==> config.mk <==
export PLATFORM = sky130hd
export DESIGN_NAME = iecp_parser
export DESIGN_NICKNAME = d
export VERILOG_FILES = /design/src/iecp_pkg.sv /design/src/iecp_parser.sv /design/src/iecp_profile_store.sv
export SDC_FILE = /design/constraint.sdc
export NUM_CORES = 1
export LEC_CHECK = 0
export BUFFER_PORTS_ARGS = -buffer_cell sky130_fd_sc_hd__buf_2
export CORE_AREA = 2 2 214 216
export CTS_BUF_LIST = sky130_fd_sc_hd__clkbuf_4 sky130_fd_sc_hd__clkbuf_8
export DETAILED_ROUTE_END_ITERATION = 8
export DIE_AREA = 0 0 216 218
export PLACE_DENSITY = 0.61
export REMOVE_ABC_BUFFERS = 1
export SLEW_MARGIN = 20
export SYNTH_ARGS = -nofsm -noshare
export SYNTH_HDL_FRONTEND = slang
export SYNTH_SLANG_ARGS = --single-unit
export TNS_END_PERCENT = 10
==> constraint.sdc <==
create_clock -name core_clk -period 17.3 [get_ports core_clk]
set_input_delay 5.19 -clock core_clk [delete_from_list [all_inputs] [get_ports core_clk]]
set_output_delay 5.19 -clock core_clk [all_outputs]
set_load 0.01 [all_outputs]
==> src/iecp_pkg.sv <==
// Shared constants and carrier types for the in-band escape command parser
// What this block does
// - Stored profile reapplied after every power-on reset
// - Four fixed profiles, profile one default
// - Escape and commands only from terminal port
// - Silence of guard time before first escape
// - Guard time programmable, defaults to one second
// - Three escapes, each gap under guard time
// - Line starts with attention prefix, any case
// - Cancel after prefix discards line, answers OK
// - Several commands per line, spaces dropped
// - Line buffer holds at least forty characters
// - Terminator executes line, default carriage return
// - Backspace removes last buffered character
package iecp_pkg;
  // ----------------------------------------------------------------
  // Timing
  // ----------------------------------------------------------------
  localparam int unsigned CLK_HZ         = 50000000;
  localparam int unsigned GUARD_TICK_MS  = 20;      // Guard setting unit in ms
  localparam int unsigned GUARD_TICK_CYC = CLK_HZ / 1000 * GUARD_TICK_MS;
  // ----------------------------------------------------------------
  // Characters and defaults
  // ----------------------------------------------------------------
  localparam logic [7:0] CHR_CR     = 8'h0D;
  localparam logic [7:0] CHR_BS     = 8'h08;
  localparam logic [7:0] CHR_CAN    = 8'h18;
  localparam logic [7:0] CHR_SPACE  = 8'h20;
  localparam logic [7:0] CHR_ESC    = 8'h2B;
  localparam logic [7:0] CHR_A      = 8'h41;
  localparam logic [7:0] CHR_T      = 8'h54;
  localparam logic [7:0] CASE_BIT   = 8'h20;
  localparam logic [7:0] GUARD_DEF  = 8'h32;        // 50 ticks of 20 ms: one second
  localparam int unsigned LINE_MAX  = 40;
  localparam int unsigned PROF_CNT  = 4;
  localparam logic [1:0] PROF_DEF   = 2'h0;         // Profile number 1
  localparam int unsigned ESC_COUNT = 3;
  // ----------------------------------------------------------------
  // Types
  // ----------------------------------------------------------------
  typedef struct packed {
    logic [7:0] guardTime;
    logic [7:0] termChar;
    logic [7:0] escChar;
    logic [7:0] options;
  } iecp_profile_t;
  typedef enum logic [3:0] {
    ST_DATA = 4'h1,
    ST_PRE1 = 4'h2,
    ST_PRE2 = 4'h4,
    ST_BODY = 4'h8
  } iecp_state_t;
endpackage

==> src/iecp_parser.sv <==
// Top: escape detection and command line collection on the terminal port
`timescale 1ns/1ps
module iecp_parser #(
  parameter int unsigned LINE_DEPTH = iecp_pkg::LINE_MAX,
  parameter int unsigned TICK_CYC   = iecp_pkg::GUARD_TICK_CYC
) (
  // Clock and reset
  input  wire logic                    core_clk,
  input  wire logic                    rst_b,
  // Terminal port characters
  input  wire logic                    rxValid,
  input  wire logic [7:0]              rxChar,
  // Forward path to network
  output      logic                    netValid,
  output      logic [7:0]              netChar,
  // Command line hand-off
  output      logic                    lineExec,
  output      logic [7:0]              lineLen,
  output      logic [8*LINE_DEPTH-1:0] lineData,
  output      logic                    okResp,
  output      logic                    cmdMode,
  // Command side control
  input  wire logic                    cmdDone,
  input  wire logic                    loadReq,
  input  wire logic [1:0]              loadSel,
  input  wire logic                    wrGuard,
  input  wire logic                    wrTerm,
  input  wire logic [7:0]              wrData,
  // Non-volatile image
  input  wire iecp_pkg::iecp_profile_t nvImage,
  output      iecp_pkg::iecp_profile_t nvStore,
  output      logic                    nvWrite,
  output      logic [7:0]              guardTime,
  output      logic [7:0]              termChar
);
  // ----------------------------------------------------------------
  // Reset synchroniser
  // ----------------------------------------------------------------
  logic rstMeta, rstSyncB;                         // Two-stage release
  always_ff @(posedge core_clk or negedge rst_b) begin
    if (!rst_b) begin
      rstMeta  <= 1'b0;
      rstSyncB <= 1'b0;
    end else begin
      rstMeta  <= 1'b1;
      rstSyncB <= rstMeta;
    end
  end

  // ----------------------------------------------------------------
  // Profile store
  // ----------------------------------------------------------------
  iecp_pkg::iecp_profile_t active;                 // Settings in use
  logic                    nvWriteInt;             // Store strobe
  iecp_pkg::iecp_profile_t nvStoreInt;             // Store image
  iecp_profile_store uStore (
    .core_clk (core_clk),
    .rstSyncB (rstSyncB),
    .loadReq  (loadReq),
    .loadSel  (loadSel),
    .wrGuard  (wrGuard),
    .wrTerm   (wrTerm),
    .wrData   (wrData),
    .nvImage  (nvImage),
    .nvStore  (nvStoreInt),
    .nvWrite  (nvWriteInt),
    .active   (active)
  );

  // ----------------------------------------------------------------
  // Guard tick divider and silence counter
  // ----------------------------------------------------------------
  logic [31:0] divReg, divNext;                    // Cycle divider
  logic        tick;                               // One pulse per guard unit
  logic [7:0]  quietReg, quietNext;                // Ticks since last character
  assign tick = (divReg == TICK_CYC - 1);
  always_comb begin
    divNext   = tick ? 32'h0000_0000 : divReg + 32'h0000_0001;
    quietNext = quietReg;
    if (rxValid) quietNext = 8'h00;
    else if (tick && quietReg != 8'hFF) quietNext = quietReg + 8'h01;
  end
  always_ff @(posedge core_clk or negedge rstSyncB) begin
    if (!rstSyncB) begin
      divReg   <= 32'h0000_0000;
      quietReg <= 8'hFF;
    end else begin
      divReg   <= divNext;
      quietReg <= quietNext;
    end
  end
  logic guardMet;                                  // Silence of full guard time
  assign guardMet = (quietReg >= active.guardTime);

  // ----------------------------------------------------------------
  // Parser state
  // ----------------------------------------------------------------
  iecp_pkg::iecp_state_t   stReg, stNext;          // Mode and prefix state
  logic [1:0]              escReg, escNext;        // Escapes seen in a row
  logic                    preQuietReg, preQuietNext; // Guard held before first escape
  logic [7:0]              lenReg, lenNext;        // Buffered characters
  logic [7:0]              buf_q [LINE_DEPTH];     // Line buffer
  logic                    bufWr;                  // Write strobe
  logic [7:0]              bufIdx;                 // Write slot
  logic                    netVReg, netVNext;
  logic [7:0]              netCReg, netCNext;
  logic                    execReg, execNext;
  logic                    okReg, okNext;
  logic [7:0]              upper;                  // Case-folded input
  assign upper = rxChar & ~iecp_pkg::CASE_BIT;
  // Only letters are folded: digits and punctuation must reach the decoder unchanged
  logic                    isLower;                // Lower-case letter on the port
  logic [7:0]              folded;                 // Buffered form of the character
  assign isLower = ((rxChar & iecp_pkg::CASE_BIT) != 8'h00) && (upper >= iecp_pkg::CHR_A)
                   && (upper <= iecp_pkg::CHR_A + 8'h19);
  assign folded  = isLower ? upper : rxChar;

  // Next-state logic for the character stream
  always_comb begin
    stNext       = stReg;
    escNext      = escReg;
    preQuietNext = preQuietReg;
    lenNext      = lenReg;
    netVNext     = 1'b0;
    netCNext     = netCReg;
    execNext     = 1'b0;
    okNext       = 1'b0;
    bufWr        = 1'b0;
    bufIdx       = lenReg;
    case (stReg)
      iecp_pkg::ST_DATA: begin
        if (rxValid) begin
          netVNext = 1'b1;
          netCNext = rxChar;
          if (rxChar == active.escChar) begin
            if (escReg == 2'h0) begin
              preQuietNext = guardMet;
              escNext      = 2'h1;
            end else if (!guardMet) begin
              escNext = escReg + 2'h1;
            end else begin
              preQuietNext = 1'b1;
              escNext      = 2'h1;
            end
            if (escReg == 2'(iecp_pkg::ESC_COUNT - 1) && !guardMet && preQuietReg) begin
              stNext   = iecp_pkg::ST_PRE1;
              netVNext = 1'b0;
              escNext  = 2'h0;
            end
          end else begin
            escNext = 2'h0;
          end
        end
      end
      iecp_pkg::ST_PRE1: begin
        if (rxValid && upper == iecp_pkg::CHR_A) stNext = iecp_pkg::ST_PRE2;
      end
      iecp_pkg::ST_PRE2: begin
        if (rxValid) begin
          if (upper == iecp_pkg::CHR_T) begin
            stNext  = iecp_pkg::ST_BODY;
            lenNext = 8'h00;
          end else if (upper != iecp_pkg::CHR_A) begin
            stNext = iecp_pkg::ST_PRE1;
          end
        end
      end
      iecp_pkg::ST_BODY: begin
        if (rxValid) begin
          if (rxChar == iecp_pkg::CHR_CAN) begin
            okNext  = 1'b1;
            lenNext = 8'h00;
            stNext  = iecp_pkg::ST_PRE1;
          end else if (rxChar == active.termChar) begin
            execNext = 1'b1;
            stNext   = iecp_pkg::ST_PRE1;
          end else if (rxChar == iecp_pkg::CHR_BS) begin
            if (lenReg != 8'h00) lenNext = lenReg - 8'h01;
          end else if (rxChar == iecp_pkg::CHR_SPACE) begin
            lenNext = lenReg;
          end else if (lenReg < 8'(LINE_DEPTH)) begin
            bufWr   = 1'b1;
            lenNext = lenReg + 8'h01;
          end
        end
      end
      default: stNext = iecp_pkg::ST_DATA;
    endcase
    if (cmdDone) stNext = iecp_pkg::ST_DATA;
  end

  // State registers
  always_ff @(posedge core_clk or negedge rstSyncB) begin
    if (!rstSyncB) begin
      stReg       <= iecp_pkg::ST_DATA;
      escReg      <= 2'h0;
      preQuietReg <= 1'b0;
      lenReg      <= 8'h00;
      netVReg     <= 1'b0;
      netCReg     <= 8'h00;
      execReg     <= 1'b0;
      okReg       <= 1'b0;
    end else begin
      stReg       <= stNext;
      escReg      <= escNext;
      preQuietReg <= preQuietNext;
      lenReg      <= lenNext;
      netVReg     <= netVNext;
      netCReg     <= netCNext;
      execReg     <= execNext;
      okReg       <= okNext;
    end
  end

  // Line buffer, one slot per character
  genvar g;
  generate
    for (g = 0; g < LINE_DEPTH; g++) begin : gSlot
      always_ff @(posedge core_clk or negedge rstSyncB) begin
        if (!rstSyncB) buf_q[g] <= 8'h00;
        else if (bufWr && bufIdx == 8'(g)) buf_q[g] <= folded;
      end
      assign lineData[8*g +: 8] = buf_q[g];
    end
  endgenerate

  // Registered outputs
  logic       cmdModeReg;
  logic [7:0] lenOutReg;
  always_ff @(posedge core_clk or negedge rstSyncB) begin
    if (!rstSyncB) begin
      cmdModeReg <= 1'b0;
      lenOutReg  <= 8'h00;
    end else begin
      cmdModeReg <= (stNext != iecp_pkg::ST_DATA);
      lenOutReg  <= lenNext;
    end
  end

  assign netValid  = netVReg;
  assign netChar   = netCReg;
  assign lineExec  = execReg;
  assign lineLen   = lenOutReg;
  assign okResp    = okReg;
  assign cmdMode   = cmdModeReg;
  assign nvStore   = nvStoreInt;
  assign nvWrite   = nvWriteInt;
  assign guardTime = active.guardTime;
  assign termChar  = active.termChar;
endmodule

==> src/iecp_profile_store.sv <==
// Profile store: four fixed profiles plus the non-volatile active copy
`timescale 1ns/1ps
module iecp_profile_store (
  // Clock and reset
  input  wire logic                   core_clk,
  input  wire logic                   rstSyncB,
  // Control
  input  wire logic                   loadReq,
  input  wire logic [1:0]             loadSel,
  input  wire logic                   wrGuard,
  input  wire logic                   wrTerm,
  input  wire logic [7:0]             wrData,
  // Non-volatile image
  input  wire iecp_pkg::iecp_profile_t nvImage,
  output      iecp_pkg::iecp_profile_t nvStore,
  output      logic                   nvWrite,
  // Active set
  output      iecp_pkg::iecp_profile_t active
);
  // ----------------------------------------------------------------
  // Fixed read-only profiles
  // ----------------------------------------------------------------
  function automatic iecp_pkg::iecp_profile_t romProfile(input logic [1:0] idx);
    iecp_pkg::iecp_profile_t p;
    p = '{iecp_pkg::GUARD_DEF, iecp_pkg::CHR_CR, iecp_pkg::CHR_ESC, {6'h00, idx}};
    return p;
  endfunction

  iecp_pkg::iecp_profile_t activeReg, activeNext;   // Active profile
  logic                    loadedReg, loadedNext;   // Image taken after reset
  logic                    nvWrReg,   nvWrNext;     // Store strobe

  // Next-state: reload at reset release, then loads and edits
  always_comb begin
    activeNext = activeReg;
    loadedNext = 1'b1;
    nvWrNext   = 1'b0;
    if (!loadedReg) begin
      activeNext = nvImage;
    end else if (loadReq) begin
      activeNext = romProfile(loadSel);
      nvWrNext   = 1'b1;
    end else if (wrGuard || wrTerm) begin
      if (wrGuard) activeNext.guardTime = wrData;
      if (wrTerm)  activeNext.termChar  = wrData;
      nvWrNext = 1'b1;
    end
  end

  // Registers
  always_ff @(posedge core_clk or negedge rstSyncB) begin
    if (!rstSyncB) begin
      // Profile one until the stored image is read
      activeReg <= '{iecp_pkg::GUARD_DEF, iecp_pkg::CHR_CR, iecp_pkg::CHR_ESC,
                     {6'h00, iecp_pkg::PROF_DEF}};
      loadedReg <= 1'b0;
      nvWrReg   <= 1'b0;
    end else begin
      activeReg <= activeNext;
      loadedReg <= loadedNext;
      nvWrReg   <= nvWrNext;
    end
  end

  assign active  = activeReg;
  assign nvStore = activeReg;
  assign nvWrite = nvWrReg;
endmodule

==> summary.md <==
| Metric | Value |
|---|---|
| Outcome | `completed` |
| Tcrit/Tclk final | `between 40 and 50%` |
| DR vias | `around 12000` |
| Die W | `216 um` |
| WP data required | `roughly 18 ns` |
| Sequential fraction of the synthesis area | `59.6%` |
| Pin count of the biggest net entering global routing | `85` |
| # hold bufs at CTS | `0` |
| DR iter-0 viols | `roughly 770` |
| YS warnings | `0` |
| Die area | `about 47000 um2` |
| Power Density | `94.0 nW/um2` |
| Max incr delay on CP | `around 0.9 ns` |
| Kind of critical path | `in -> reg` |
| EDFF count, synth | `0` |
| Post-CTS setup buffer count | `0` |
| Core area | `about 45000 um2` |
| Mean Syn Cell Area | `13.5 um2` |
| TritonRoute pass-1 iters | `5` |
| Hold Fails Final Rpt | `0` |
| Reg clk slew, reported paths | `0.06 ns` |
| Ant. Diodes | `0` |
| Nets | `~1800` |
| Total Power | `0.00208 W` |
| Tightest Pin Transition | `about 1.1 ns` |
| Pleak | `~12 nW` |
| TritonCTS Sinks | `between 400 and 500` |
| Final clock skew | `about 0.030 ns` |
| Hold_sp | `rstMeta$_DFF_PN0_` |
| Worst Setup Start Kind | `input pin` |
| Final Critical Period | `8.03 ns` |
| Crit Path Max Fanout | `47` |
| Most common cell after layout, fill and taps aside | `buf_2` |
| Max-Cap Viols | `0` |
| Main synth FF type | `dfrtp_1` |
| Vias per inst | `~5` |
| Total GRT Usage | `between 20% and 30%` |
| Library cells used by synthesis | `between 60 and 70` |
| Fraction of layout cells with a size suffix above 1 | `46.6%` |
| Post-Route Utilization | `49.4%` |
| CTS buffer count | `74` |
| Port buffer count | `between 400 and 500` |
| Yosys reg bits | `about 420` |
| Ys async rst share | `100%` |
| Arr. time, crit path | `8.54 ns` |
| Starting density of the core | `between 30% and 40%` |
| Path type of the worst min-delay path | `reg -> reg` |
| I/O pins | `roughly 450` |
| Avg WL per Cell | `between 20 and 25 um` |
| Slew HR | `a little over a quarter` |
| Fmax | `between 0.1 and 0.15 GHz` |
| Crit-path cells | `buf_2 > buf_4 > xor2_1 > nor4_1 > a221oi_2 > and4_1 > nand2_2 > mux2_2` |
| FF-to-FF Start | `stReg[1]$_DFF_PN0_` |
| RePlAce Congestion | `0.825` |
| DPL Wire Length | `34.4 mm` |
| Resize count post-CTS | `0` |
| Die span in y | `around 220 um` |
| Grt ovf | `0` |
| Initial antenna violation count | `1` |
| VDD IR max | `0.0472 mV` |
| # DRC | `0` |
| CTS H-tree lvls | `3` |
| Area Growth Syn to Fin | `24.5%` |
| TritonCTS clock tree | `built` |
| Most frequent cells in the layout | `buf_2, dfrtp_1, mux2_2, mux2_1, clkbuf_8` |
| Clk Tree Root Cell | `clkbuf_8` |
| Critical-path top delay cell | `nor4_1` |
| Post-route ant nets | `0` |
| RSZ-0062 raised after global routing | `false` |
| Vias in the first global route | `around 13000` |
| Mapped Cells | `approximately 1300` |
| Setup violators final | `0` |
| Post-Syn Area | `~18000 um2` |
| Fin. max-slew vios | `0` |
| First-pass GRT wire length | `77.5 mm` |
| Routed WL | `between 50 and 60 mm` |
| Setup TNS | `0 ns` |
| Worst setup path start | `rxChar[7]` |
| Clk Latency, worst-skew pair | `0.64 ns` |
| Clock Tree Buf Depth | `3` |
| Row count | `78` |
| CP endpoint kind | `flop` |
## state kept, by name, indices dropped and copies added (netlist names)
| register | cells |
|---|---|
| cmdMode | 1 |
| divReg | 32 |
| escReg | 2 |
| lineData | 320 |
| lineExec | 1 |
| lineLen | 8 |
| netChar | 8 |
| netValid | 1 |
| okResp | 1 |
| preQuietReg | 1 |
| quietReg | 8 |
| rstMeta | 1 |
| rstSyncB | 1 |
| stReg | 4 |
| uStore.active | 32 |
| uStore.loadedReg | 1 |
| uStore.nvWrite | 1 |
## per-stage QoR
step                instance area, um2  cells  worst slack (ns)  hold WS [ns]
global placement                 20500   2295              8.31         0.338
global route                     22200   2430              9.10         0.357
detailed placement               20500   2296              8.26         0.338
finish                           22200   2430              9.27         0.348
CTS                              22200   2429              8.93         0.351
floorplan                        17400   1234              4.67         0.331
## path summary, 6_finish.rpt
check                                             to  slack (ns)  cells past startpoint
max                        lineData[128]$_DFFE_PN0P_        9.27                      8
min                               rstSyncB$_DFF_PN0_        0.35                      0
max reg2reg                lineData[128]$_DFFE_PN0P_       13.83                      6
min reg2reg                       rstSyncB$_DFF_PN0_        0.35                      0
max in group asynchronous         rstSyncB$_DFF_PN0_       12.86                      1
min in group asynchronous     lineLen[7]$_DFFE_PN0P_        0.40                      0
## layout make-up
class	count	area, um2
Clock buffer	124	1540
Clock inverter	9	77.6
Fill cell	4074	22700
Inverter	38	143
Multi-Input combinational cell	773	6660
Sequential cell	423	10600
Tap cell	600	751
Timing Repair Buffer	463	2380
## cells in the mapped netlist (all sizes together) (4+ instances only)
master    n  area share [%]
a21o      4            0.17
a21oi    18            0.51
and2      6            0.21
and3     16            0.56
buf      27            0.99
clkbuf   58             1.2
dfrtp   404              57
dfstp    19             2.8
ha       17             1.2
inv      38            0.80
mux2    313              20
mux2i    22             1.2
nand2    59             1.3
nand2b    6            0.21
nand3    42             2.3
nand3b    5            0.21
nand4    26            0.91
nor2     57             1.2
nor2b     5            0.18
nor3      5            0.14
nor4     11            0.42
nor4b     7            0.46
o21ai    44             1.2
o22ai    10            0.35
xnor2    20            0.98
xor2     33             1.6
## critical path: cells and delay by family
kind	cells	cell delay [ns]
buffers and inverters	2	0.59
xor gates and xnor gates	1	0.14
and+or+nand+nor	3	1.91
muxes	1	0.37
AOI/OAI and AO/OA	1	0.28
## per-layer routing
metal	vias up	GRT usage (%)	wire length, um
li1	5558	-	-
met1	6340	28.2	22500
met2	379	35.7	24500
met3	77	4.71	2820
met4	0	7.92	1280
met5	-	0	0
## cells by family after synthesis
kind of cell	Yosys count	share of synthesized area, %
AO/OA/AOI/OAI	103	3.56
XOR/XNOR	53	2.61
adder cells (fa/ha/maj)	17	1.20
buffers and inverters	123	3.02
flip-flops	423	59.6
multiplexers	335	21.0
other	1	0.0211
AND/OR/NAND/NOR	263	8.96
## power by group
part / internal, W / leakage [nW] / switching (W)
clock network: 0.000574 / 0.856 / 0.000410
logic: 0.0000259 / 5.60 / 0.0000631
registers: 0.00100 / 5.77 / 0.00000994
total: 0.00160 / 12.2 / 0.000483
No activity file was read; power rests on OpenSTA's default activity.
